### src/ot_stamp_regs.svh
`ifndef OT_STAMP_REGS_SVH
`define OT_STAMP_REGS_SVH

// =============================================================
// register offsets
`define OT_ADDR_MONTH 8'h24
`define OT_ADDR_YEAR  8'h25
`define OT_ADDR_CTRL  8'h30
`define OT_ADDR_STAT  8'h31
// =============================================================
// control fields
`define OT_CTRL_EN_BIT    0
`define OT_CTRL_OW_BIT    1
`define OT_CTRL_RST_BIT   2
// status fields
`define OT_STAT_VALID_BIT 0
// =============================================================
// reset values
`define OT_MONTH_RESET 5'h00
`define OT_YEAR_RESET  8'h00
`define OT_CTRL_RESET  2'h0
`endif

### src/ot_stamp_pkg.sv
package ot_stamp_pkg;
    typedef logic [7:0] byte_t;
    typedef enum logic [1:0] {CAP_IDLE, CAP_HELD} cap_state_t;
endpackage : ot_stamp_pkg

### src/ot_stamp_capture.sv
`timescale 1ns/1ns
`include "ot_stamp_regs.svh"
// =============================================================
// capture decision: enable plus first/last selection
module ot_stamp_capture (
    input  wire logic clk_i,
    input  wire logic rst_n_i,
    input  wire logic ce_i,
    input  wire logic enable_i,
    input  wire logic overwrite_i,
    input  wire logic event_i,
    input  wire logic clear_i,
    output logic      take_o,
    output logic      held_o
);
    ot_stamp_pkg::cap_state_t state_q;

    always_comb begin
        take_o = 1'b0;
        if (enable_i && event_i) begin
            case (state_q)
                ot_stamp_pkg::CAP_IDLE: take_o = 1'b1;
                ot_stamp_pkg::CAP_HELD: take_o = overwrite_i;
                default: take_o = 1'b0;
            endcase
        end
    end

    always_ff @(posedge clk_i) begin
        if (!rst_n_i) begin
            state_q <= ot_stamp_pkg::CAP_IDLE;
        end else if (ce_i) begin
            if (take_o) begin
                state_q <= ot_stamp_pkg::CAP_HELD;
            end else if (clear_i) begin
                state_q <= ot_stamp_pkg::CAP_IDLE;
            end
        end
    end

    assign held_o = (state_q == ot_stamp_pkg::CAP_HELD);
endmodule : ot_stamp_capture

### src/ot_stamp_month_year.sv
// Implementation choice: the address-and-strobe port.
`timescale 1ns/1ns
`include "ot_stamp_regs.svh"
// =============================================================
// over-temperature stamp month/year registers
module ot_stamp_month_year (
    input  wire logic       clk_i,
    input  wire logic       rst_n_i,
    input  wire logic       ce_i,
    input  wire logic [7:0] addr_i,
    input  wire logic [7:0] wdata_i,
    input  wire logic       wr_i,
    input  wire logic       rd_i,
    output logic      [7:0] rdata_o,
    input  wire logic       ot_event_i,
    input  wire logic [4:0] cal_month_i,
    input  wire logic [7:0] cal_year_i
);
    logic [4:0] month_q;
    logic [7:0] year_q;
    logic [1:0] ctrl_q;
    logic       take;
    logic       held;
    logic       clr;
    logic [7:0] rdata_d;
    logic       armed_q;
    logic [4:0] model_month_q;
    logic [7:0] model_year_q;
    logic       model_take;

    // =============================================================
    // decode and BCD check helpers
    function automatic logic hit(input logic [7:0] a,
                                 input logic [7:0] off);
        return a == off;
    endfunction : hit

    function automatic logic bcd_ok(input logic [7:0] v);
        return (v[7:4] <= 4'h9) && (v[3:0] <= 4'h9);
    endfunction : bcd_ok

    function automatic logic month_ok(input logic [4:0] m);
        logic [7:0] v;
        v = {3'h0, m};
        return bcd_ok(v) && (v >= 8'h01) && (v <= 8'h12);
    endfunction : month_ok

    // =============================================================
    // control register write
    assign clr = wr_i && hit(addr_i, `OT_ADDR_CTRL)
                 && wdata_i[`OT_CTRL_RST_BIT];

    always_ff @(posedge clk_i) begin
        if (!rst_n_i) begin
            ctrl_q <= `OT_CTRL_RESET;
        end else if (ce_i && wr_i && hit(addr_i, `OT_ADDR_CTRL)) begin
            ctrl_q <= {wdata_i[`OT_CTRL_OW_BIT], wdata_i[`OT_CTRL_EN_BIT]};
        end
    end

    ot_stamp_capture u_cap (
        .clk_i       (clk_i),
        .rst_n_i     (rst_n_i),
        .ce_i        (ce_i),
        .enable_i    (ctrl_q[0]),
        .overwrite_i (ctrl_q[1]),
        .event_i     (ot_event_i),
        .clear_i     (clr),
        .take_o      (take),
        .held_o      (held)
    );

    // =============================================================
    // stamp storage; capture wins over clear
    always_ff @(posedge clk_i) begin
        if (!rst_n_i) begin
            month_q <= `OT_MONTH_RESET;
            year_q  <= `OT_YEAR_RESET;
        end else if (ce_i) begin
            if (take) begin
                month_q <= cal_month_i;
                year_q  <= cal_year_i;
            end else if (clr) begin
                month_q <= `OT_MONTH_RESET;
                year_q  <= `OT_YEAR_RESET;
            end
        end
    end

    // =============================================================
    // read port, data one cycle after strobe
    always_comb begin
        case (addr_i)
            `OT_ADDR_MONTH: rdata_d = {3'h0, month_q};
            `OT_ADDR_YEAR:  rdata_d = year_q;
            `OT_ADDR_CTRL:  rdata_d = {6'h00, ctrl_q};
            `OT_ADDR_STAT:  rdata_d = {7'h00, held};
            default:        rdata_d = 8'h00;
        endcase
    end

    always_ff @(posedge clk_i) begin
        if (!rst_n_i) begin
            rdata_o <= 8'h00;
        end else if (ce_i) begin
            rdata_o <= rd_i ? rdata_d : 8'h00;
        end
    end

    // =============================================================
    // shadow of the stamp for the checks below
    assign model_take = ot_event_i && ctrl_q[0]
                        && (armed_q || ctrl_q[1]);

    always_ff @(posedge clk_i) begin
        if (!rst_n_i) begin
            armed_q       <= 1'b1;
            model_month_q <= `OT_MONTH_RESET;
            model_year_q  <= `OT_YEAR_RESET;
        end else if (ce_i) begin
            if (model_take) begin
                armed_q       <= 1'b0;
                model_month_q <= cal_month_i;
                model_year_q  <= cal_year_i;
            end else if (clr) begin
                armed_q       <= 1'b1;
                model_month_q <= `OT_MONTH_RESET;
                model_year_q  <= `OT_YEAR_RESET;
            end
        end
    end

    // =============================================================
    // checks
    a_month_upper: assert property (@(posedge clk_i)
        disable iff (!rst_n_i)
        $past(rd_i) && $past(addr_i) == `OT_ADDR_MONTH && $past(ce_i)
        |-> rdata_o[7:5] == 3'h0)
        else $error("month upper bits not zero");

    a_month_cap: assert property (@(posedge clk_i)
        disable iff (!rst_n_i)
        ce_i && take
        |=> month_q == $past(cal_month_i))
        else $error("month not captured");

    a_no_cap_off: assert property (@(posedge clk_i)
        disable iff (!rst_n_i)
        ce_i && !ctrl_q[0] && !clr
        |=> $stable(year_q))
        else $error("capture while disabled");

    a_first_kept: assert property (@(posedge clk_i)
        disable iff (!rst_n_i)
        ce_i && held && !ctrl_q[1] && !clr
        |=> $stable(month_q))
        else $error("first stamp overwritten");

    a_last_taken: assert property (@(posedge clk_i)
        disable iff (!rst_n_i)
        ce_i && ot_event_i && ctrl_q == 2'h3
        |=> year_q == $past(cal_year_i))
        else $error("last stamp not taken");

    a_year_reset: assert property (@(posedge clk_i)
        !rst_n_i
        |=> year_q == 8'h00)
        else $error("year reset wrong");

    a_year_clear: assert property (@(posedge clk_i)
        disable iff (!rst_n_i)
        ce_i && clr && !take
        |=> year_q == 8'h00)
        else $error("year not cleared");

    a_year_cap: assert property (@(posedge clk_i)
        disable iff (!rst_n_i)
        ce_i && take
        |=> year_q == $past(cal_year_i))
        else $error("year not captured");

    a_month_clear: assert property (@(posedge clk_i)
        disable iff (!rst_n_i)
        ce_i && clr && !take
        |=> month_q == `OT_MONTH_RESET)
        else $error("month not cleared");

    a_held_clear: assert property (@(posedge clk_i)
        disable iff (!rst_n_i)
        ce_i && clr && !take
        |=> !held)
        else $error("clear did not rearm capture");

    a_held_sticky: assert property (@(posedge clk_i)
        disable iff (!rst_n_i)
        ce_i && held && !clr
        |=> held)
        else $error("held stamp lost");

    a_first_taken: assert property (@(posedge clk_i)
        disable iff (!rst_n_i)
        ce_i && ot_event_i && ctrl_q[0] && !held
        |=> held)
        else $error("first event not taken");

    a_no_take_off: assert property (@(posedge clk_i)
        disable iff (!rst_n_i)
        !ctrl_q[0]
        |-> !take)
        else $error("take while disabled");

    a_month_read: assert property (@(posedge clk_i)
        disable iff (!rst_n_i)
        ce_i && rd_i && hit(addr_i, `OT_ADDR_MONTH)
        |=> rdata_o == {3'h0, $past(month_q)})
        else $error("month read wrong");

    a_year_read: assert property (@(posedge clk_i)
        disable iff (!rst_n_i)
        ce_i && rd_i && hit(addr_i, `OT_ADDR_YEAR)
        |=> rdata_o == $past(year_q))
        else $error("year read wrong");

    a_ctrl_read: assert property (@(posedge clk_i)
        disable iff (!rst_n_i)
        ce_i && rd_i && hit(addr_i, `OT_ADDR_CTRL)
        |=> rdata_o == {6'h00, $past(ctrl_q)})
        else $error("control read wrong");

    a_stat_read: assert property (@(posedge clk_i)
        disable iff (!rst_n_i)
        ce_i && rd_i && hit(addr_i, `OT_ADDR_STAT)
        |=> rdata_o == {7'h00, $past(held)})
        else $error("status read wrong");

    a_rdata_idle: assert property (@(posedge clk_i)
        disable iff (!rst_n_i)
        ce_i && !rd_i
        |=> rdata_o == 8'h00)
        else $error("read data not idle");

    a_ce_stamp: assert property (@(posedge clk_i)
        disable iff (!rst_n_i)
        !ce_i
        |=> $stable(month_q) && $stable(year_q))
        else $error("stamp moved while frozen");

    a_ce_regs: assert property (@(posedge clk_i)
        disable iff (!rst_n_i)
        !ce_i
        |=> $stable(ctrl_q) && $stable(rdata_o) && $stable(held))
        else $error("registers moved while frozen");

    a_ctrl_write: assert property (@(posedge clk_i)
        disable iff (!rst_n_i)
        ce_i && wr_i && hit(addr_i, `OT_ADDR_CTRL)
        |=> ctrl_q == $past(wdata_i[1:0]))
        else $error("control write lost");

    a_year_ro: assert property (@(posedge clk_i)
        disable iff (!rst_n_i)
        ce_i && wr_i && hit(addr_i, `OT_ADDR_YEAR) && !take
        |=> $stable(year_q))
        else $error("year written by software");

    a_model_month: assert property (@(posedge clk_i)
        disable iff (!rst_n_i)
        month_q == model_month_q)
        else $error("month differs from shadow");

    a_model_year: assert property (@(posedge clk_i)
        disable iff (!rst_n_i)
        year_q == model_year_q)
        else $error("year differs from shadow");

    a_model_held: assert property (@(posedge clk_i)
        disable iff (!rst_n_i)
        held == !armed_q)
        else $error("held differs from shadow");

    a_model_take: assert property (@(posedge clk_i)
        disable iff (!rst_n_i)
        take == model_take)
        else $error("take differs from shadow");

    a_year_bcd: assert property (@(posedge clk_i)
        disable iff (!rst_n_i)
        ce_i && take && bcd_ok(cal_year_i)
        |=> bcd_ok(year_q))
        else $error("year not bcd");

    a_month_range: assert property (@(posedge clk_i)
        disable iff (!rst_n_i)
        ce_i && take && month_ok(cal_month_i)
        |=> month_ok(month_q))
        else $error("month out of range");

    a_reset_state: assert property (@(posedge clk_i)
        !rst_n_i
        |=> ctrl_q == `OT_CTRL_RESET && month_q == `OT_MONTH_RESET
            && year_q == `OT_YEAR_RESET && rdata_o == 8'h00)
        else $error("reset state wrong");

    // =============================================================
    // cover points
    c_first: cover property (@(posedge clk_i) take && !held);
    c_over: cover property (@(posedge clk_i) take && held);
    c_clear: cover property (@(posedge clk_i) clr && held);
    c_race: cover property (@(posedge clk_i) take && clr);
    c_frozen: cover property (@(posedge clk_i) !ce_i && ot_event_i);
endmodule : ot_stamp_month_year

### config.mk
export PLATFORM = sky130hd
export DESIGN_NAME = ot_stamp_month_year
export DESIGN_NICKNAME = d
export VERILOG_FILES = /design/src/ot_stamp_pkg.sv /design/src/ot_stamp_capture.sv /design/src/ot_stamp_month_year.sv
export VERILOG_INCLUDE_DIRS = /design/src
export SDC_FILE = /design/constraint.sdc
export NUM_CORES = 1
export LEC_CHECK = 0
export ABC_AREA = 1
export BUFFER_PORTS_ARGS = -buffer_cell sky130_fd_sc_hd__buf_2
export CORE_UTILIZATION = 46
export DETAILED_ROUTE_END_ITERATION = 12
export PLACE_DENSITY = 0.78
export SYNTH_ARGS = -nofsm -noshare
export SYNTH_HDL_FRONTEND = slang
export SYNTH_SLANG_ARGS = --single-unit
### constraint.sdc
create_clock -name clk_i -period 1.2 [get_ports clk_i]
set_input_delay 0.18 -clock clk_i [delete_from_list [all_inputs] [get_ports clk_i]]
set_output_delay 0.18 -clock clk_i [all_outputs]
set_load 0.01 [all_outputs]
==> metrics.txt, run 1 <==
status finished clean; register bit count reported by yosys 24; Place WS -0.02731 ns; Worst Setup EP year_q[0]; Area Overhead vs Synth 21.58%; antenna diode count 0; Critical R2R Launch ctrl_q[1]; Pre-antenna DRT Iters 4; CP Capture Type flop; clock-pin slew on the worst setup and hold paths about 0.12 ns; Int Power between 900 and 1000 µW; Gate power share between 9 and 10%; worst-path fanout max 5; post-synth top area share 38.91%; cts bufs inserted 3; Arr. time, crit path between 1 and 1.5 ns; core area 2500 µm²; Die Height about 54 µm; Congestion Overflow GR 0; CTS tree yes; nets@finish 235; initial antenna violation count 0; sequential power share a little over three fifths; sequential share of the synthesized area approximately two fifths; vias in the first global route between 900 and 1000; Setup WS post-layout between 0.1 and 0.15 ns; Placed Area about 1500 µm²; CP cell instances inv_1 -> a21oi_2 -> nand2_2 -> buf_4 -> nand3_1 -> a21oi_1; fraction of the cycle the final worst path needs 91.13%; Switching Share between 20% and 30%; Power Density ~840 nW/µm²; Worst path max stage delay about 0.37 ns; Least-Margin Pin Slew 0.3004 ns; Fillers approximately 240; DRC viols 0; RSZ-0062 raised after global routing false; pin count of the biggest net entering global routing 25; post-DR wirelength/cell about 11 µm; first-pass GRT wire length roughly 3.8 mm; post-route cell area between 1500 and 2000 µm²; Peak VDD IR 781.2 µV; Final Routed Wirelength approximately 2.4 mm; Cells after Synth approximately 160; dpl cells 225; clock sinks 24; Min Clock Period, post-route ~1.1 ns; slew margin rel. roughly 80%; CP required about 1.4 ns; Routed met1 length between 1 and 1.5 mm; root buf cell clkbuf_4; First DRT Iteration DRCs 19; Initial Util between 40% and 50%; Cell Rows 18; post-route ant nets 0; H-tree Lvls 1; Post-DP HPWL just under 2 mm; ranking of synthesized cells by area dfxtp_1 (39%), nand3_1 (11%), nand2_1 (11%); Clock power frac a little over a quarter; critical path class flop to flop; endpoints failing setup 0; max cap viols 0; Total GRT Usage between 10% and 20%; Synth Area per Inst roughly 7.9 µm²; routed wl met3 approximately 100 µm; R2R depth 6; CP startpoint ctrl_q[1]; Post-CTS Setup Inserts 0; die extent in x approximately 54 µm; Final Wtd Congestion about 0.83; Max clock buf depth 2; via count roughly 1100; Synth warnings 0; number of port buffers 37; share of layout cells above drive strength 1 a little over two fifths; Distinct cells, synth 22; non-filler cells, final 228; Skew-Pair Late Insertion Delay around 0.31 ns; vias per cell 5.000; endpoints failing hold 0; area leader, netlist dfxtp_1; Met2 Wirelength roughly 1.2 mm; Worst path slowest cell dfxtp_2; R2R Setup Slk 0.11 ns; FF-to-FF End year_q[0]; Clock Skews around 0.0076 ns; highest routed layer met4; area of the die roughly 2900 µm²; CP startpoint kind flop; NetSw approximately 290 µW; Post-Syn Nets about 190; Leak a little over 0.0006 µW; Hold WC Path Type primary input to flop; max-slew violations 0; Mapped Area between 1000 and 1500 µm²; I/O Pins 43; Max Clk Rate between 900 and 1000 MHz
[worst min path at each step]
stage,start,endpoint,depth (start not counted)
final,cal_year_i[2],year_q[2],3
after global routing,cal_month_i[1],month_q[1],3
after CTS,cal_year_i[2],year_q[2],3
after detailed placement,cal_year_i[2],year_q[2],3
after global placement,cal_year_i[2],year_q[2],3
after floorplan,cal_year_i[3],year_q[3],2
[cell usage after synthesis]
master	n
nand2_1	35
buf_1	2
nor3b_2	1
nand3_4	1
nand2_4	1
buf_6	1
nand2_2	5
a21oi_1	14
dfxtp_1	24
buf_4	2
buf_2	1
nand3_2	9
inv_1	10
a21oi_2	11
nor2_4	2
inv_2	3
buf_8	1
nand3_1	27
and2_4	1
nor2_1	2
nor2_2	2
o21ai_1	1
[metal layers]
layer	vias to the layer above	GRT usage (%)
li1	601	-
met1	509	20.62
met2	26	32.92
met3	4	2.542
met4	0	7.895
met5	-	0
[critical path: cells and delay by family (launching register included)]
family                 cells  cell delay, ns
flip-flops                 1            0.37
buffers and inverters      2            0.23
AND/OR/NAND/NOR            2            0.20
AO/OA/AOI/OAI              2            0.19
[through the flow]
stage / TNS [ns] / hold slack (ns) / util, % / total power, µW
6_report: 0 / 0.09995 / 60.06 / 1260
4_1_cts: 0 / 0.09548 / 59.76 / 1273
2_1_floorplan: 0 / 0.3272 / - / 874.0
3_3_place_gp: 0 / 0.4365 / 58.86 / 934.8
5_1_grt: 0 / 0.09286 / 60.06 / 1314
3_5_place_dp: -0.06773 / 0.4418 / 58.86 / 938.1
[cells in the final DEF, fill, tap and decap left out, drive strengths merged]
| cell type | netlist | layout |
|---|---|---|
| a21oi | 25 | 25 |
| o21ai | 1 | 1 |
| nand3 | 37 | 37 |
| dfxtp | 24 | 24 |
| nor3b | 1 | 1 |
| and2 | 1 | 1 |
| buf | 7 | 46 |
| nor2 | 6 | 6 |
| inv | 13 | 13 |
| clkbuf | 0 | 3 |
| nand2 | 41 | 41 |
[what timing repair did]
item | in CTS | in global routing
hold buffers | 0 | 0
endpoints found under the hold margin | 0 | 0
gates resized for setup | 0 | 4
endpoints found under the setup margin | 0 | 13
[kinds of logic (layout without fill, tap and decap cells)]
| family | after synthesis | count (layout) | synth area share (%) |
|---|---|---|---|
| compound gates | 26 | 26 | 13.88 |
| buf+inv | 20 | 62 | 8.307 |
| simple gates | 86 | 86 | 38.91 |
| flops | 24 | 24 | 38.91 |
[power groups by stage]
stage / sequential (µW) / combinational (µW) / clock, µW
after global placement: 814 / 120 / 0
final: 796 / 123 / 340
after floorplan: 814 / 59.5 / 0
after CTS: 797 / 124 / 352
after global routing: 797 / 135 / 382
after detailed placement: 815 / 124 / 0
[final cells by class]
| class | instances | area [µm²] | area share [%] |
|---|---|---|---|
| inverters | 13 | 53.80 | 3.583 |
| well taps | 30 | 37.54 | 2.500 |
| flip-flops and latches | 24 | 483.0 | 32.17 |
| multi-input cells | 112 | 651.9 | 43.42 |
| repair buffers | 46 | 252.7 | 16.83 |
| clock buffers | 3 | 22.52 | 1.500 |
[registers in the layout (all words and copies together), names as in the netlist]
signal and cells:
rdata_o 8, year_q 8, month_q 5, ctrl_q 2, u_cap.state_q 1
Note: power is estimated with default switching activity, not from simulation.
==> run 2, diff against run 1 <==
--- a/config.mk
+++ b/config.mk
@@ -7,7 +7,7 @@
 export NUM_CORES = 1
 export LEC_CHECK = 0
 export ABC_AREA = 1
-export BUFFER_PORTS_ARGS = -buffer_cell sky130_fd_sc_hd__buf_2
+export BUFFER_PORTS_ARGS = -buffer_cell sky130_fd_sc_hd__clkbuf_2
 export CORE_UTILIZATION = 46
 export DETAILED_ROUTE_END_ITERATION = 12
 export PLACE_DENSITY = 0.78
==> run 2 against run 1 <==
Against the previous run:
- non-clock buffer count decreased by 2
- largest cell class unchanged
- setup slack got worse by 0.0029 ns
- maximum frequency decreased by 0.26%
- clock skew decreased by 0.0030 ns
- largest power group unchanged
- cell area increased by 0.25%
- hold slack got worse by 0.020 ns
==> metrics.txt, run 2 (synthesized netlist as in run 1, its figures left out) <==
Int Power 1035 µW (was 966.9 µW); Worst path slowest cell dfxtp_2 (unchanged); endpoints failing hold 0 (unchanged); max-slew violations 0 (unchanged); status finished clean (unchanged); first-pass GRT wire length 3.974 mm (was 3.753 mm); area of the die 2896 µm² (unchanged); Cell Rows 18 (unchanged); vias per cell 5.000 (unchanged); Post-DP HPWL 2.032 mm (was 1.965 mm); Least-Margin Pin Slew 0.3029 ns (was 0.3004 ns); Final Wtd Congestion 0.8150 (was 0.8272); initial antenna violation count 0 (unchanged); Clock Skews 0.004504 ns (was 0.007553 ns); CP Capture Type flop (unchanged); final core occ 60.21% (was 60.06%); Min Clock Period, post-route 1.097 ns (was 1.094 ns); most used cell, CP a21oi_2; routed wl met3 103 µm (was 100 µm); most frequent cells in the layout clkbuf_2 (37), nand2_1 (35), nand3_1 (27), dfxtp_1 (22), a21oi_1 (14) (was buf_2 (37), nand2_1 (35), nand3_1 (27), dfxtp_1 (22), a21oi_1 (14)); worst hold path depth 3 (unchanged); Post-CTS Setup Inserts 0 (unchanged); WP buf/inv 1 (was 2); Worst path max stage delay 0.36 ns (was 0.37 ns); Met2 Wirelength 1.250 mm (was 1.225 mm); Routed met1 length 1.140 mm (was 1.075 mm); hold buffers post-CTS 0 (unchanged); endpoints failing setup 0 (unchanged); antenna diode count 0 (unchanged); critical path class flop to flop (unchanged); die extent in x 53.82 µm (unchanged); Power Density 892.6 nW/µm² (was 838.9 nW/µm²); R2R Setup Slk 0.10 ns (was 0.11 ns); Hold WC Path Type primary input to flop (unchanged); post-DR wirelength/cell 11.09 µm (was 10.66 µm); non-filler cells, final 227 (was 228); CP required 1.41 ns (was 1.40 ns); root buf cell clkbuf_4 (unchanged); sequential power share 59.3% (was 63.2%); Congestion Overflow GR 0 (unchanged); highest routed layer met4 (unchanged); max cap viols 0 (unchanged); cts bufs inserted 3 (unchanged); CP cell instances nand2_1 -> a21oi_2 -> nand2_4 -> buf_4 -> nand3_2 -> a21oi_2 (was inv_1 -> a21oi_2 -> nand2_2 -> buf_4 -> nand3_1 -> a21oi_1); FF-to-FF End month_q[2] (was year_q[0]); CP startpoint kind flop (unchanged); Peak VDD IR 734.0 µV (was 781.2 µV); Area Overhead vs Synth 21.88% (was 21.58%); Max Clk Rate 912.0 MHz (was 914.4 MHz); via count 1135 (was 1140); Switching Share 22.99% (was 23.24%); commonest non-fill, non-tap cell in the layout clkbuf_2 (was buf_2); nets@finish 233 (was 235); Fillers 227 (was 242); Clock power frac 31.5% (was 27.0%); DRC viols 0 (unchanged); Arr. time, crit path 1.31 ns (was 1.30 ns); post-route ant nets 0 (unchanged); Total GRT Usage 18.94% (was 18.08%); clock sinks 24 (unchanged); number of port buffers 37 (unchanged); Hold Startpoint cal_year_i[3] (was cal_year_i[2]); First DRT Iteration DRCs 17 (was 19); Initial Util 49.40% (unchanged); NetSw 308.9 µW (was 292.7 µW); fraction of the cycle the final worst path needs 91.38% (was 91.13%); Critical R2R Launch ctrl_q[0] (was ctrl_q[1]); core area 2500 µm² (unchanged); worst-path fanout max 7 (was 5); Leak 0.0006212 µW (was 0.0006164 µW); Gate power share 9.2% (was 9.8%); Skew-Pair Late Insertion Delay 0.32 ns (was 0.31 ns); I/O Pins 43 (unchanged); biggest registers after layout rdata_o: 8 flops, year_q: 8 flops, month_q: 5 flops (unchanged); vias in the first global route 980 (was 964); H-tree Lvls 1 (unchanged); Max clock buf depth 2 (unchanged); delay-heaviest family, CP flip-flops (unchanged); slew margin rel. 79.81% (was 79.98%); clock-pin slew on the worst setup and hold paths 0.12 ns (about the same); Pre-antenna DRT Iters 4 (unchanged); dpl cells 223 (was 225); pin count of the biggest net entering global routing 25 (unchanged); Final Routed Wirelength 2.517 mm (was 2.431 mm); R2R depth 6 (unchanged); Die Height 53.82 µm (unchanged); CTS tree yes (unchanged); share of layout cells above drive strength 1 43.65% (was 43.94%); hold endpoint year_q[3] (was year_q[2]); RSZ-0062 raised after global routing false (unchanged)
==> run 2: cell count changes in the layout (fill, tap and decap cells not counted) <==
cell,change
nand2_2,-1
buf_2,-37
clkbuf_8,+1
buf_4,-2
clkbuf_2,+37
nand2_4,+1
==> run 2: power by group through the flow <==
stage	registers, µW	logic [µW]	clock network (µW)
final	797	124	423
after global routing	797	136	469
after CTS	797	125	434
after detailed placement	814	124	0
after global placement	814	119	0
after floorplan	814	59.5	0
==> run 2: worst reg2reg max path: stages (launching register included) <==
cell	delay [ns]
dfxtp_2	0.36
nand2_1	0.07
a21oi_2	0.14
nand2_4	0.11
buf_4	0.18
nand3_2	0.08
a21oi_2	0.06
==> run 2: per-stage QoR <==
stage / area (µm²) / worst slack (ns) / hold slack, ns / power (µW) / setup TNS, ns
3_5_place_dp: 1456 / -0.03054 / 0.4284 / 938.5 / -0.03700
6_report: 1505 / 0.1035 / 0.07955 / 1344 / 0
5_1_grt: 1505 / 0.01126 / 0.07471 / 1402 / 0
4_1_cts: 1493 / 0.0004532 / 0.07428 / 1356 / 0
2_1_floorplan: 1235 / 0.1693 / 0.3272 / 874.0 / 0
3_3_place_gp: 1456 / 0.01540 / 0.4218 / 933.9 / 0
==> run 2: worst max path at each step <==
| stage | start | end | slack [ns] | depth (start not counted) |
|---|---|---|---|---|
| final | ctrl_q[0] | month_q[2] | 0.10 | 6 |
| after CTS | ctrl_q[0] | year_q[1] | 0.0005 | 6 |
| after global placement | addr_i[1] | year_q[3] | 0.02 | 8 |
| after global routing | ctrl_q[0] | year_q[1] | 0.01 | 6 |
| after detailed placement | addr_i[1] | year_q[1] | -0.03 | 8 |
| after floorplan | addr_i[6] | month_q[1] | 0.17 | 8 |
==> run 2: cell type report <==
class	count	area, µm²	share of cell area [%]
multi-input cells	112	656.9	43.64
flip-flops and latches	24	483.0	32.09
repair buffers	44	237.7	15.79
inverters	13	53.80	3.574
well taps	30	37.54	2.494
clock buffers	4	36.28	2.411
==> run 2: layer usage <==
metal / up-vias / GRT usage (%)
met5: - / 0
met4: 0 / 6.579
met3: 2 / 2.542
met2: 31 / 34.16
met1: 505 / 22.63
li1: 597 / -
==> run 2: repair_timing <==
item | 4_1_cts | 5_1_grt
gates resized for setup | 0 | 5
endpoints found under the setup margin | 0 | 13
hold endpoints to repair | 0 | 0
